$ cat config.mk
export PLATFORM = sky130hd
export DESIGN_NAME = uwf_uart
export DESIGN_NICKNAME = d
export VERILOG_FILES = /design/src/hdl/uwf_pkg.sv /design/src/hdl/uwf_uart.sv /design/src/hdl/uwf_baud.sv /design/src/hdl/uwf_shift.sv
export SDC_FILE = /design/constraint.sdc
export NUM_CORES = 1
export LEC_CHECK = 0
export BUFFER_PORTS_ARGS = -buffer_cell sky130_fd_sc_hd__buf_4
export CAP_MARGIN = 20
export CORE_ASPECT_RATIO = 0.7
export CORE_MARGIN = 5
export CORE_UTILIZATION = 62
export DETAILED_ROUTE_END_ITERATION = 12
export PLACE_DENSITY = 0.86
export SKIP_LAST_GASP = 1
export SYNTH_ARGS = -nofsm -noshare
export SYNTH_HDL_FRONTEND = slang
export SYNTH_SLANG_ARGS = --single-unit
$ cat constraint.sdc
create_clock -name core_clk -period 16.05 [get_ports core_clk]
set_input_delay 4.815 -clock core_clk [delete_from_list [all_inputs] [get_ports core_clk]]
set_output_delay 4.815 -clock core_clk [all_outputs]
set_load 0.01 [all_outputs]
$ cat src/hdl/uwf_pkg.sv
// constants, register map and types for the flow-controlled uart
package uwf_pkg;

	// ************
	// register map
	// ************
	localparam logic [3:0] UWF_REG_CTRL = 4'h0;
	localparam logic [3:0] UWF_REG_DIV = 4'h1;
	localparam logic [3:0] UWF_REG_TXDATA = 4'h2;
	localparam logic [3:0] UWF_REG_RXDATA = 4'h3;
	localparam logic [3:0] UWF_REG_STATUS = 4'h4;
	localparam logic [3:0] UWF_REG_XCHAR = 4'h5;

	// ************
	// ctrl fields
	// ************
	localparam int UWF_CTRL_FLOW_LSB = 0;
	localparam int UWF_CTRL_PAR_LSB = 3;
	localparam int UWF_CTRL_BITS8 = 6;
	localparam int UWF_CTRL_STOP2 = 7;
	localparam int UWF_CTRL_DTR = 8;
	localparam int UWF_CTRL_SEND_XCHAR = 9;
	localparam logic [31:0] UWF_CTRL_RESET = 32'h0000_01c4;

	// ************
	// divisor: integer part above 3 fraction bits
	// ************
	localparam int UWF_DIV_INT_W = 16;
	localparam int UWF_DIV_FRAC_W = 3;
	localparam logic [15:0] UWF_DIV_MIN = 16'h0004;
	localparam logic [15:0] UWF_DIV_MAX = 16'h9c40;
	localparam logic [18:0] UWF_DIV_RESET = 19'h00d05;

	// ************
	// software handshake characters
	// ************
	localparam logic [7:0] UWF_XON_CODE = 8'h11;
	localparam logic [7:0] UWF_XOFF_CODE = 8'h13;

	// ************
	// status bits
	// ************
	localparam int UWF_ST_TX_BUSY = 0;
	localparam int UWF_ST_TX_FULL = 1;
	localparam int UWF_ST_RX_VALID = 2;
	localparam int UWF_ST_RX_ERR = 3;
	localparam int UWF_ST_RX_OVR = 4;
	localparam int UWF_ST_PAUSED = 5;
	localparam int UWF_ST_CD = 6;
	localparam int UWF_ST_RI = 7;
	localparam int UWF_ST_UART_ONLY = 8;

	// ************
	// clock figures
	// ************
	localparam int UWF_OP_CLK_MHZ = 48;
	localparam int UWF_CORE_CLK_MHZ = 10;

	typedef enum logic [2:0]
	{
		UWF_FLOW_OFF = 3'h0,
		UWF_FLOW_RTS_CTS = 3'h1,
		UWF_FLOW_DTR_DSR = 3'h2,
		UWF_FLOW_SOFTWARE_HANDSHAKE_MODE = 3'h3,
		UWF_FLOW_NONE = 3'h4
	} uwf_flow_t;

	typedef enum logic [2:0]
	{
		UWF_PAR_NONE = 3'h0,
		UWF_PAR_ODD = 3'h1,
		UWF_PAR_EVEN = 3'h2,
		UWF_PAR_MARK = 3'h3,
		UWF_PAR_SPACE = 3'h4
	} uwf_parity_t;

endpackage : uwf_pkg

$ cat src/hdl/uwf_uart.sv
// flow-controlled uart: transmitter, receiver, handshake and registers
//
// Notes on behaviour
// - start low, 7/8 data, parity, stop high
// - data leaves least significant bit first
// - parity none, odd, even, mark, space
// - tx active one cycle before start
// - shared pin 0 carries tx active
// - flow modes off, rts/cts, dtr/dsr, software_handshake_mode, none
// - rts/cts: start only while cts low; an xchar request starts regardless of cts
// - rts/cts: rts high when both rx stages full; other modes hold rts low
// - dtr/dsr: no send while dsr high; an xchar request is still sent
// - dtr asserted at reset, software may change
// - dtr low when connectable and accepting
// - xon resumes, xoff pauses, codes 11 and 13
// - bit period 4 to 40000 op clocks; shortest made is one core clock (4.8 op clocks)
// - straps select uart only or i2c+uart
// - uart off hands pins to gpio
// - divisor 4..40000 with eighths fraction
// - bit timing from 48 MHz operating clock
`timescale 1ns/1ns
module uwf_uart
	import uwf_pkg::*;
(
	input wire logic core_clk, // 10 MHz system clock
	input wire logic reset, // synchronous, active high
	input wire logic [3:0] reg_addr, // register word address
	input wire logic [31:0] reg_wdata, // write data
	input wire logic reg_wr, // write strobe
	input wire logic reg_rd, // read strobe
	output logic [31:0] reg_rdata, // read data, cycle after strobe
	input wire logic rx_line, // serial data in
	output logic tx_line, // serial data out
	output logic shared_pin_0, // tx active indicator
	input wire logic clear_to_send_n, // far end ready, low active
	output logic request_to_send_n, // we can receive, low active
	output logic terminal_ready_n, // connectable, low active
	input wire logic set_ready_n, // far end connection, low active
	input wire logic carrier_detect, // connection established
	input wire logic ring_indicator, // wake request
	input wire logic config_strap_0, // mode strap
	input wire logic config_strap_1, // mode strap
	output logic gpio_select // uart pins given to gpio
);
	// ************
	// state and registers
	// ************
	typedef enum logic [3:0]
	{
		UWF_TX_IDLE = 4'b0001,
		UWF_TX_ARM = 4'b0010,
		UWF_TX_SEND = 4'b0100,
		UWF_TX_DONE = 4'b1000
	} uwf_tx_state_t;

	typedef enum logic [2:0]
	{
		UWF_RX_IDLE = 3'b001,
		UWF_RX_START = 3'b010,
		UWF_RX_DATA = 3'b100
	} uwf_rx_state_t;

	uwf_tx_state_t tx_st_q;
	uwf_rx_state_t rx_st_q;
	logic [31:0] ctrl_q;
	logic [18:0] div_q;
	logic [7:0] tx_hold_q;
	logic tx_full_q;
	logic [7:0] rx_hold_q;
	logic rx_valid_q;
	logic rx_err_q;
	logic rx_ovr_q;
	logic rx_pend_q;
	logic [7:0] rx_pend_data_q;
	logic rx_pend_err_q;
	logic paused_q;
	logic [7:0] xchar_q;
	logic xchar_req_q;
	logic tx_is_x_q;
	logic uart_only_q;
	logic [15:0] half_q;
	logic [11:0] fr_q;

	// ************
	// decode
	// ************
	uwf_flow_t flow;
	uwf_parity_t par;
	assign flow = uwf_flow_t'(ctrl_q[UWF_CTRL_FLOW_LSB +: 3]);
	assign par = uwf_parity_t'(ctrl_q[UWF_CTRL_PAR_LSB +: 3]);
	wire logic bits8 = ctrl_q[UWF_CTRL_BITS8];
	wire logic stop2 = ctrl_q[UWF_CTRL_STOP2];
	wire logic uart_off = (flow == UWF_FLOW_OFF);
	wire logic wr_ctrl = reg_wr && reg_addr == UWF_REG_CTRL;
	wire logic wr_div = reg_wr && reg_addr == UWF_REG_DIV;
	wire logic wr_tx = reg_wr && reg_addr == UWF_REG_TXDATA;
	wire logic wr_x = reg_wr && reg_addr == UWF_REG_XCHAR;
	wire logic rd_rx = reg_rd && reg_addr == UWF_REG_RXDATA;

	// divisor clamp 4..40000 op clocks, with eighths
	wire logic [15:0] div_int = reg_wdata[UWF_DIV_FRAC_W +: 16];
	wire logic [15:0] div_clamp = (div_int < UWF_DIV_MIN) ? UWF_DIV_MIN :
		((div_int > UWF_DIV_MAX) ? UWF_DIV_MAX : div_int);
	wire logic [18:0] div_new = {div_clamp,
		reg_wdata[UWF_DIV_FRAC_W-1:0]};
	// op-clock divisor rescaled to core clocks: x10/48
	wire logic [34:0] div_scaled = 35'({div_q, 4'h0} *
		UWF_CORE_CLK_MHZ) / 35'(UWF_OP_CLK_MHZ);
	wire logic [18:0] div_core = (div_scaled[34:4] < 31'h8) ? 19'h8 :
		div_scaled[22:4];

	// ************
	// transmit path
	// ************
	wire logic tx_tick;
	wire logic tx_busy;
	wire logic [11:0] tx_bits;
	wire logic [7:0] tx_byte = xchar_req_q ? xchar_q : tx_hold_q;
	wire logic [7:0] tx_mask = bits8 ? tx_byte : {1'b0, tx_byte[6:0]};
	wire logic odd_ones = ^tx_mask;
	// parity choice
	wire logic tx_par = (par == UWF_PAR_ODD) ? ~odd_ones :
		(par == UWF_PAR_EVEN) ? odd_ones : (par == UWF_PAR_MARK);
	wire logic has_par = (par != UWF_PAR_NONE);
	wire logic [3:0] tx_len = 4'h1 + (bits8 ? 4'h8 : 4'h7) +
		{3'h0, has_par} + (stop2 ? 4'h2 : 4'h1);
	// frame: start, data lsb first, parity, stops
	wire logic [11:0] frame7 = has_par ? {3'h7, tx_par, tx_mask[6:0],
		1'b0} : {4'hf, tx_mask[6:0], 1'b0};
	wire logic [11:0] frame8 = has_par ? {2'h3, tx_par, tx_mask, 1'b0}
		: {3'h7, tx_mask, 1'b0};
	wire logic [11:0] tx_frame = bits8 ? frame8 : frame7;
	wire logic cts_ok = (flow != UWF_FLOW_RTS_CTS) ||
		!clear_to_send_n;
	wire logic dsr_ok = (flow != UWF_FLOW_DTR_DSR) ||
		!set_ready_n;
	wire logic x_ok = (flow != UWF_FLOW_SOFTWARE_HANDSHAKE_MODE) || !paused_q;
	// handshake chars ignore the pause so xon can always leave
	wire logic tx_go = !uart_off && tx_st_q == UWF_TX_IDLE &&
		(xchar_req_q || (tx_full_q && cts_ok && dsr_ok && x_ok));
	wire logic tx_load = tx_st_q == UWF_TX_ARM;

	uwf_baud #(
		.DIV_W(19)
	) u_tx_baud (
		.core_clk(core_clk),
		.reset(reset),
		.restart(tx_load),
		.step_div(div_core),
		.tick(tx_tick)
	);

	uwf_shift #(
		.W(12)
	) u_tx_shift (
		.core_clk(core_clk),
		.reset(reset),
		.load(tx_load),
		.load_bits(tx_frame),
		.load_len(tx_len),
		.step(tx_tick),
		.shift_in(1'b1),
		.bits_q(tx_bits),
		.busy_q(tx_busy)
	);

	always_ff @(posedge core_clk)
	begin
		if (reset)
			tx_st_q <= UWF_TX_IDLE;
		else
			case (tx_st_q)
				UWF_TX_IDLE: if (tx_go) tx_st_q <= UWF_TX_ARM;
				UWF_TX_ARM: tx_st_q <= UWF_TX_SEND;
				UWF_TX_SEND: if (!tx_busy) tx_st_q <= UWF_TX_DONE;
				UWF_TX_DONE: tx_st_q <= UWF_TX_IDLE;
				default: tx_st_q <= UWF_TX_IDLE;
			endcase
	end

	// ************
	// receive path
	// ************
	wire logic rx_tick;
	wire logic rx_busy;
	wire logic [11:0] rx_bits;
	logic rx_prev_q;
	wire logic rx_fall = rx_prev_q && !rx_line;
	wire logic half_done = rx_st_q == UWF_RX_START &&
		half_q >= div_core[18:4];
	wire logic rx_confirm = half_done && !rx_line;
	wire logic [3:0] rx_len = (bits8 ? 4'h8 : 4'h7) +
		{3'h0, has_par} + 4'h1;
	wire logic rx_end = rx_st_q == UWF_RX_DATA && !rx_busy;
	// align the captured frame down to bit 0
	wire logic [11:0] rx_al = rx_bits >> (4'hc - rx_len);
	wire logic [7:0] rx_data = bits8 ? rx_al[7:0] : {1'b0, rx_al[6:0]};
	wire logic rx_pbit = bits8 ? rx_al[8] : rx_al[7];
	wire logic rx_stop = has_par ? (bits8 ? rx_al[9] : rx_al[8]) :
		(bits8 ? rx_al[8] : rx_al[7]);
	wire logic rx_ones = ^rx_data;
	wire logic rx_pexp = (par == UWF_PAR_ODD) ? ~rx_ones :
		(par == UWF_PAR_EVEN) ? rx_ones : (par == UWF_PAR_MARK);
	wire logic rx_bad = (has_par && rx_pbit != rx_pexp) ||
		!rx_stop;
	wire logic in_x = flow == UWF_FLOW_SOFTWARE_HANDSHAKE_MODE &&
		(rx_data == UWF_XON_CODE || rx_data == UWF_XOFF_CODE);

	uwf_baud #(
		.DIV_W(19)
	) u_rx_baud (
		.core_clk(core_clk),
		.reset(reset),
		.restart(rx_confirm),
		.step_div(div_core),
		.tick(rx_tick)
	);

	uwf_shift #(
		.W(12)
	) u_rx_shift (
		.core_clk(core_clk),
		.reset(reset),
		.load(rx_confirm),
		.load_bits(12'hfff),
		.load_len(rx_len),
		.step(rx_tick),
		.shift_in(rx_line),
		.bits_q(rx_bits),
		.busy_q(rx_busy)
	);

	always_ff @(posedge core_clk)
	begin
		if (reset)
		begin
			rx_st_q <= UWF_RX_IDLE;
			rx_prev_q <= 1'b1;
			half_q <= 16'h0;
		end
		else
		begin
			rx_prev_q <= rx_line;
			half_q <= (rx_st_q == UWF_RX_START) ? half_q + 16'h1 : 16'h0;
			case (rx_st_q)
				UWF_RX_IDLE: if (rx_fall && !uart_off)
					rx_st_q <= UWF_RX_START;
				UWF_RX_START: if (half_done)
					rx_st_q <= rx_line ? UWF_RX_IDLE : UWF_RX_DATA;
				UWF_RX_DATA: if (!rx_busy) rx_st_q <= UWF_RX_IDLE;
				default: rx_st_q <= UWF_RX_IDLE;
			endcase
		end
	end

	// ************
	// receive holding and flow state
	// ************
	always_ff @(posedge core_clk)
	begin
		if (reset)
		begin
			rx_hold_q <= 8'h0;
			rx_valid_q <= 1'b0;
			rx_err_q <= 1'b0;
			rx_ovr_q <= 1'b0;
			rx_pend_q <= 1'b0;
			rx_pend_data_q <= 8'h0;
			rx_pend_err_q <= 1'b0;
			paused_q <= 1'b0;
		end
		else
		begin
			// clear first so a same-cycle overrun still wins
			if (wr_ctrl)
				rx_ovr_q <= 1'b0;
			if (rx_end && in_x)
				paused_q <= (rx_data == UWF_XOFF_CODE);
			else if (flow != UWF_FLOW_SOFTWARE_HANDSHAKE_MODE)
				paused_q <= 1'b0;
			if (rx_end && !in_x && rx_valid_q && !rd_rx)
			begin
				// second stage; overrun if already occupied
				if (rx_pend_q)
					rx_ovr_q <= 1'b1;
				rx_pend_q <= 1'b1;
				rx_pend_data_q <= rx_data;
				rx_pend_err_q <= rx_bad;
			end
			else if (rx_end && !in_x)
			begin
				rx_hold_q <= rx_pend_q ? rx_pend_data_q : rx_data;
				rx_err_q <= rx_pend_q ? rx_pend_err_q : rx_bad;
				rx_pend_data_q <= rx_data;
				rx_pend_err_q <= rx_bad;
				rx_valid_q <= 1'b1;
			end
			else if (rd_rx && rx_pend_q)
			begin
				rx_hold_q <= rx_pend_data_q;
				rx_err_q <= rx_pend_err_q;
				rx_pend_q <= 1'b0;
			end
			else if (rd_rx)
				rx_valid_q <= 1'b0;
		end
	end

	// ************
	// registers and control
	// ************
	always_ff @(posedge core_clk)
	begin
		if (reset)
		begin
			ctrl_q <= UWF_CTRL_RESET; // dtr set at reset
			div_q <= UWF_DIV_RESET;
			tx_hold_q <= 8'h0;
			tx_full_q <= 1'b0;
			xchar_q <= UWF_XON_CODE;
			xchar_req_q <= 1'b0;
			tx_is_x_q <= 1'b0;
		end
		else
		begin
			if (wr_ctrl)
				ctrl_q <= reg_wdata; // dtr writable any time
			if (wr_div)
				div_q <= div_new;
			if (wr_x)
				xchar_q <= reg_wdata[7:0];
			if (tx_load)
				tx_is_x_q <= xchar_req_q;
			// load wins over a write landing on the same edge
			if (tx_load && xchar_req_q)
				xchar_req_q <= 1'b0;
			else if (wr_ctrl && reg_wdata[UWF_CTRL_SEND_XCHAR])
				xchar_req_q <= 1'b1;
			if (tx_load && !xchar_req_q)
				tx_full_q <= 1'b0;
			else if (wr_tx && !tx_full_q)
			begin
				tx_hold_q <= reg_wdata[7:0];
				tx_full_q <= 1'b1;
			end
		end
	end

	// straps resampled every cycle once reset is released
	always_ff @(posedge core_clk)
	begin
		if (reset)
			uart_only_q <= 1'b0;
		else
			uart_only_q <= config_strap_0 & ~config_strap_1;
	end

	// ************
	// read mux and pins
	// ************
	wire logic [31:0] status = {23'h0, uart_only_q, ring_indicator,
		carrier_detect, paused_q, rx_ovr_q, rx_err_q, rx_valid_q,
		tx_full_q, tx_st_q != UWF_TX_IDLE};
	wire logic [31:0] rd_mux =
		(reg_addr == UWF_REG_CTRL) ? ctrl_q :
		(reg_addr == UWF_REG_DIV) ? {13'h0, div_q} :
		(reg_addr == UWF_REG_TXDATA) ? {24'h0, tx_hold_q} :
		(reg_addr == UWF_REG_RXDATA) ? {24'h0, rx_hold_q} :
		(reg_addr == UWF_REG_STATUS) ? status :
		(reg_addr == UWF_REG_XCHAR) ? {24'h0, xchar_q} : 32'h0;
	wire logic both_full = rx_valid_q && rx_pend_q;
	wire logic tx_act = tx_st_q == UWF_TX_ARM ||
		tx_st_q == UWF_TX_SEND;

	always_ff @(posedge core_clk)
	begin
		if (reset)
		begin
			reg_rdata <= 32'h0;
			tx_line <= 1'b1;
			shared_pin_0 <= 1'b0;
			request_to_send_n <= 1'b1;
			terminal_ready_n <= 1'b1;
			gpio_select <= 1'b0;
		end
		else
		begin
			reg_rdata <= reg_rd ? rd_mux : 32'h0;
			tx_line <= (tx_st_q == UWF_TX_SEND) ? tx_bits[0] : 1'b1;
			shared_pin_0 <= tx_act;
			request_to_send_n <= flow == UWF_FLOW_RTS_CTS ?
				both_full : 1'b0;
			terminal_ready_n <= !(ctrl_q[UWF_CTRL_DTR] && !uart_off &&
				!both_full);
			gpio_select <= uart_off;
		end
	end
endmodule : uwf_uart

$ cat src/hdl/uwf_baud.sv
// fractional baud divider: one-cycle tick per bit period
`timescale 1ns/1ns
module uwf_baud
	import uwf_pkg::*;
#(
	parameter int DIV_W = 19
)
(
	input wire logic core_clk, // system clock
	input wire logic reset, // synchronous, active high
	input wire logic restart, // realign phase to zero
	input wire logic [DIV_W-1:0] step_div, // divisor in eighths, core units
	output logic tick // one pulse per bit period
);
	// accumulates in eighths of core cycles; carry every divisor
	logic [DIV_W:0] acc_q;
	logic [DIV_W:0] acc_d;
	wire logic [DIV_W:0] inc = {{(DIV_W-UWF_DIV_FRAC_W){1'b0}},
		4'h8};
	wire logic [DIV_W:0] div_ext = {1'b0, step_div};
	wire logic wrap = (acc_q + inc) >= div_ext;

	assign acc_d = restart ? '0 :
		(wrap ? acc_q + inc - div_ext : acc_q + inc);

	always_ff @(posedge core_clk)
	begin
		if (reset)
		begin
			acc_q <= '0;
			tick <= 1'b0;
		end
		else
		begin
			acc_q <= acc_d;
			tick <= wrap & ~restart;
		end
	end
endmodule : uwf_baud

$ cat src/hdl/uwf_shift.sv
// one frame shift engine used for both directions
`timescale 1ns/1ns
module uwf_shift
	import uwf_pkg::*;
#(
	parameter int W = 12
)
(
	input wire logic core_clk, // system clock
	input wire logic reset, // synchronous, active high
	input wire logic load, // load a frame
	input wire logic [W-1:0] load_bits, // frame, bit 0 first
	input wire logic [3:0] load_len, // number of bits in frame
	input wire logic step, // advance one bit
	input wire logic shift_in, // bit entering at the top
	output logic [W-1:0] bits_q, // shift contents
	output logic busy_q // frame still in progress
);
	logic [3:0] left_q;

	always_ff @(posedge core_clk)
	begin
		if (reset)
		begin
			bits_q <= '1;
			left_q <= 4'h0;
			busy_q <= 1'b0;
		end
		else if (load)
		begin
			bits_q <= load_bits;
			left_q <= load_len;
			busy_q <= 1'b1;
		end
		else if (step && busy_q)
		begin
			bits_q <= {shift_in, bits_q[W-1:1]};
			left_q <= left_q - 4'h1;
			busy_q <= (left_q != 4'h1);
		end
	end
endmodule : uwf_shift

# == Word-level counts from Yosys, hierarchy flattened ==
# Cells that the tools add are included.
# op_classes
add_sub_neg,13
multipliers,1
n_div,1
order_cmp,6
eq_ne,32
shift,1
muxes,66
bitwise_logic,13
reduce_logical,76
# op_table
operator,count
two-way mux 8 bit,9
adder 20 x 4 -> 20 bit (second input constant),2
greater-or-equal comparator 20 x 19 -> 1 bit,2
two-way mux 20 bit,2
subtractor 20 x 19 -> 20 bit,2
two-way mux 19 bit,2
two-way mux 9 bit,4
divider 27 x 6 -> 35 bit (second input constant),1
two-way mux 16 bit,2
two-way mux 32 bit,1
logical AND 1 bit,31
< comparator 31 x 4 -> 1 bit (second input constant),1
two-way mux 1 bit,28
two-way mux 4 bit,7
two-way mux 12 bit,2
multiplier 19 x 3 -> 22 bit (second input constant),1
two-way mux 10 bit,2
adder 16 x 1 -> 16 bit (second input constant),1
== test 8 x 5 -> 1 bit (second input constant),2
greater-or-equal comparator 16 x 15 -> 1 bit,1
greater-than comparator 16 bit (second input constant),1
< comparator 16 x 3 -> 1 bit (second input constant),1
XOR reduction 8 bit,2
nonzero test 2 bit,7
33 further kinds,95
# word_totals
regBits,229
inputBits,47
output_inout_bits,37
elab_cells,244

# == Longest topological paths before layout ==
# logic_depth
ltp_word,15
mapped_depth,49

# == By module ==
# From an unflattened synthesis, not the netlist that was laid out.
# hier_totals
cells_unflattened,2077
area_unflattened_um2,16354.4
# by_module_without_submodules
mod,n_inst,cells_each,area_per_inst_um2,seq_area_each_um2
uwf_uart,1,1345,10506.3,3062.9
uwf_baud,2,270,2105.8,420.4
uwf_shift,2,96,818.3,340.3

# == Worst setup path after synthesis ==
# OpenSTA, ideal clock, no wires.
# synth_path
kind,register to register
start,register div_q[3]
end,register u_rx_baud.acc_q[4]
setup_ns,0.128
arrival_ns,9.080
t_required_ns,15.922
setup_slack_ns,6.843
stages_incl_launch_ff,43
n_path_buf,2
synth_period_minus_slack_ns,9.207
cell_sequence,dfxtp_1 > ha_1 > ha_1 > inv_1 > fa_1 > nand2b_1 > a211o_1 > and2_1 > o221ai_2 > a211oi_1 > a211oi_1 > a41oi_4 > o221ai_1 > o32ai_1 > or4b_4 > o41ai_4 > or2_1 > buf_4 > (+7 left out) > inv_1 > fa_1 > a21oi_1 > o21bai_1 > nand2_1 > nand2_1 > a21oi_1 > o21ai_0 > a21oi_1 > o22ai_1 > nor2_1 > o31ai_1 > a21oi_1 > nor2b_1 > nor4_1 > clkbuf_1 > mux2i_1 > nor2_1
# synth_via
elab_chain_cells,8
word_cells_on_any_way,11
cone_classes,add/sub (1); mul (1); div (1); order compare (3); mux (2); reduce/logical (3)
# synth_rtl
item,line,source
"start, declared",uwf_uart.sv:66,logic [18:0] div_q;
"start signal, assigned",uwf_uart.sv:329,div_q <= div_new;
multiplier 19 x 3 -> 22 bit *,uwf_uart.sv:107,"wire logic [34:0] div_scaled = 35'({div_q, 4'h0} *"
divider 27 x 6 -> 35 bit *,uwf_uart.sv:108,UWF_CORE_CLK_MHZ) / 35'(UWF_OP_CLK_MHZ);
< comparator 31 x 4 -> 1 bit,uwf_uart.sv:109,wire logic [18:0] div_core = (div_scaled[34:4] < 31'h8) ? 19'h8 :
two-way mux 19 bit *,uwf_uart.sv:109,
greater-or-equal comparator 16 x 15 -> 1 bit,uwf_uart.sv:190,half_q >= div_core[18:4];
logical AND 1 bit,uwf_uart.sv:189,wire logic half_done = rx_st_q == UWF_RX_START &&
logical AND 1 bit,uwf_uart.sv:191,wire logic rx_confirm = half_done && !rx_line;
OR reduction 2 bit (no line),-,
"end signal, assigned",uwf_baud.sv:30,acc_q <= '0;
"end signal, assigned",uwf_baud.sv:35,acc_q <= acc_d;
"end, declared",uwf_baud.sv:16,logic [DIV_W:0] acc_q;
# Mark *: on every way between the ends. The rest lies on a longest branch, timed or not.
# A chain may end at the register's enable or synchronous reset.

# == Worst setup path in the final report ==
# layout_path
start,register div_q[7]
end,register u_tx_baud.acc_q[17]
# layout_via
elab_chain_cells,6
word_cells_on_any_way,7
cone_classes,add/sub (1); mul (1); div (1); order compare (2); mux (2)
# layout_rtl
item,line,source
multiplier 19 x 3 -> 22 bit *,uwf_uart.sv:107,
divider 27 x 6 -> 35 bit *,uwf_uart.sv:108,
< comparator 31 x 4 -> 1 bit,uwf_uart.sv:109,
two-way mux 19 bit *,uwf_uart.sv:109,
subtractor 20 x 19 -> 20 bit or greater-or-equal comparator 20 x 19 -> 1 bit (tied branches),"uwf_baud.sv:24, uwf_baud.sv:21",
two-way mux 20 bit *,uwf_baud.sv:24,(wrap ? acc_q + inc - div_ext : acc_q + inc);
"end signal, assigned",uwf_baud.sv:30,
"end signal, assigned",uwf_baud.sv:35,
"end, declared",uwf_baud.sv:16,
# Marks and branches as above.

==> metrics.md <==
| Metric | Value |
|---|---|
| RSZ-0062 raised after global routing | `no` |
| Die height | `143 um` |
| P&R area growth vs syn | `10.4%` |
| Hold Fails Final Rpt | `0` |
| Synth warn | `0` |
| Vias in the first global route | `13,952` |
| Leading cell type in the layout, fill and taps excluded | `nor2_1` |
| CP max stage cell | `xor2_1` |
| Die Area | `0.0286 mm2` |
| Largest area contributor in the netlist | `dfxtp_1` |
| Layout cells sized above 1 | `9.07%` |
| Setup crit start kind | `flop` |
| Fillers | `1,965` |
| CTS Sinks | `227` |
| CP max FO | `12` |
| Top_reg_cell synth | `dfxtp_1` |
| CTS max path bufs | `3` |
| Non-Filler Instances | `2,387` |
| Max-slew violation count | `0` |
| Bufs and invs on worst path | `1` |
| P_sw | `870 uW` |
| I/O pin count | `84` |
| Hold Crit Class | `flop to flop` |
| Total grt overflow | `0` |
| DR vias/cell | `6.48` |
| Register area share after synthesis | `29.0%` |
| Clk slew on worst S/H paths | `0.07 ns` |
| Clock Tree Root | `clkbuf_16` |
| Worst setup path category | `flop to flop` |
| Clock network power share | `25.8%` |
| Power density over cell area | `129 mW/mm2` |
| Row cnt | `48` |
| First-pass GRT wire length | `70,700 um` |
| Crit share post-route | `68.8%` |
| Aggregate routed wire length | `44,600 um` |
| Async SR Flop Fraction | `0%` |
| Distinct cell type count after synthesis | `93` |
| Vias | `15,476` |
| Status | `complete, no violations` |
| Commonest non-fill, non-tap cells in the layout | `nor2_1 (250), nand2_1 (244), dfxtp_1 (227)` |
| Initial antenna violation count | `1` |
| Most frequent cell on the critical path | `o21ai_0` |
| Avg Cell Area, Syn | `7.78 um2` |
| Die Wd | `200 um` |
| Slowest stage delay, CP | `0.84 ns` |
| All-layer global routing usage | `29.5%` |
| Actual slew at the worst max-slew pin | `1.07 ns` |
| CTS Buf Count | `23` |
| Post-synth design cell area | `0.0157 mm2` |
| HPWL after DPL | `32,300 um` |
| PortBufs | `83` |
| Gp weighted congestion | `1.04` |
| Post-synth EDFFs | `0` |
| Largest net degree at the start of global routing | `66` |
| Synth top area share | `29.0%` |
| CTS resizes | `0` |
| Syn Nets | `2,172` |
| Placed cell count | `2,342` |
| Clk Latency, worst-skew pair | `0.53 ns` |
| Htree depth | `1` |
| Post-DRT Antenna Nets | `0` |
| Final net count | `2,203` |
| Max cap viols | `0` |
| Setup Viol. Count Final | `0` |
| Slew HR | `28.1%` |
| 1st-iter DRT viols | `1,776` |
| TritonRoute pass-1 iters | `9` |
| Arr. time, crit path | `11.49 ns` |
| Worst EP required | `16.50 ns` |
| Static Leak | `0.00715 uW` |
| Sequential cell fraction of total power | `29.0%` |
| Post-synthesis instance total | `2,015` |
| Setup tns final | `0 ns` |
| Final worst slack | `5.01 ns` |
| Residual DRC | `0` |
| Skew final | `0.0126 ns` |
| Ranking of synthesized cells by area | `dfxtp_1 (29%), ha_1 (8.5%), nor2_1 (6.0%)` |
| # hold bufs at CTS | `0` |
| Max Freq | `90.6 MHz` |
| Setup repair bufs after CTS | `0` |
| Flops & latches, synth | `227` |
| Crit-path leading delay family | `compound AO/OA/AOI/OAI gates` |
| Internal | `1370 uW` |
| Total power | `2240 uW` |
| Core area | `0.0248 mm2` |
| Crit path capture type | `flop` |
| Worst slack, placed | `5.40 ns` |
| Min cycle time layout | `11.04 ns` |
| Wire per inst | `18.7 um` |
| Maximum VDD drop | `0.000113 V` |
| Initial Utilization | `63.2%` |
| Comb pwr share | `45.2%` |
| Sw frac | `38.9%` |
| CTS tree | `yes` |
==> metal layers <==
layer | track usage [%] | part of all wire (%)
met1 | 42.9 | 43
met2 | 45.1 | 44
met3 | 6.39 | 11
met4 | 6.47 | 1.9
met5 | 0 | 0
==> path summary, 6_finish.rpt <==
check                                    to  depth (start not counted)  slack (ns)                    start
max          u_tx_baud.acc_q[17]$_SDFF_PP0_                         40        5.01    div_q[7]$_SDFFE_PP0P_
min                 ctrl_q[20]$_SDFFE_PP0P_                          2        0.45  ctrl_q[20]$_SDFFE_PP0P_
max reg2reg  u_tx_baud.acc_q[17]$_SDFF_PP0_                         40        5.01    div_q[7]$_SDFFE_PP0P_
min reg2reg         ctrl_q[20]$_SDFFE_PP0P_                          2        0.45  ctrl_q[20]$_SDFFE_PP0P_
==> power by group through the flow <==
stage / Sequential [uW] / Clock, uW / Combinational, uW
floorplan: 651 / 0 / 779
global route: 654 / 606 / 1110
global placement: 658 / 0 / 949
detailed placement: 661 / 0 / 978
CTS: 649 / 582 / 988
finish: 650 / 577 / 1010
==> logic make-up after synthesis <==
| kind of cell | share of synthesized area (%) |
|---|---|
| buffers and inverters | 4.36 |
| XOR/XNOR | 5.75 |
| adder cells (fa/ha/maj) | 9.03 |
| AND/OR/NAND/NOR | 22.2 |
| multiplexers | 5.55 |
| AO/OA/AOI/OAI | 24.1 |
| flip-flops | 29.0 |
==> flip-flops by register name (all words and copies together) (netlist names), 3 cells and up <==
name and flops:
tx_hold_q 8, ctrl_q 32, rx_hold_q 8, half_q 16, div_q 19, rx_pend_data_q 8
u_tx_shift.bits_q 10, u_tx_baud.acc_q 20, u_rx_baud.acc_q 20, xchar_q 8, rx_st_q 3, u_rx_shift.bits_q 12
reg_rdata 32, u_tx_shift.left_q 4, u_rx_shift.left_q 4, tx_st_q 4
==> tightest hold or removal path, delay by kind of cell, from the launching register on <==
family	cells	cell delay, ns
compound gates	1	0.05
flops	1	0.30
simple gates	1	0.05
==> cell usage after synthesis, drive strengths merged (5+ instances only) <==
cell,instances
a22oi,12
nand4,24
or3,14
o221ai,10
clkbuf,75
a21boi,14
and3,22
nand2b,14
or4,10
a21oi,152
a211oi,40
nand2,245
nand3,71
mux2i,78
o2111ai,9
nor2,251
buf,23
a221oi,9
nor3,37
xnor2,70
nor4,15
and2,28
o31a,8
dfxtp,227
inv,71
o22a,5
o21ai,109
mux2,8
o22ai,20
ha,106
a21o,35
a31oi,13
a211o,6
nor2b,11
o21bai,5
o211a,6
o21a,10
xor2,33
a221o,6
a22o,10
or2,10
o211ai,25
==> final cells by class <==
class / count / area (um2) / share of cell area [%]
Multi-Input combinational cell: 1617 / 10500 / 60.5
Sequential cell: 227 / 4540 / 26.3
Clock buffer: 33 / 673 / 3.89
Inverter: 73 / 274 / 1.58
Antenna cell: 1 / 2.50 / 0.0145
Tap cell: 325 / 407 / 2.35
Clock inverter: 7 / 138 / 0.795
Timing Repair Buffer: 104 / 802 / 4.63
==> through the flow <==
| stage | hold slack (ns) | area [um2] | util (%) |
|---|---|---|---|
| after floorplan | 0.383 | 15700 | - |
| after global placement | 0.422 | 16400 | 66.2 |
| after detailed placement | 0.439 | 16400 | 66.3 |
| after CTS | 0.453 | 17200 | 69.5 |
| after global routing | 0.464 | 17300 | 69.8 |
| final | 0.450 | 17300 | 69.8 |
Note: power is estimated with default switching activity, not from simulation.
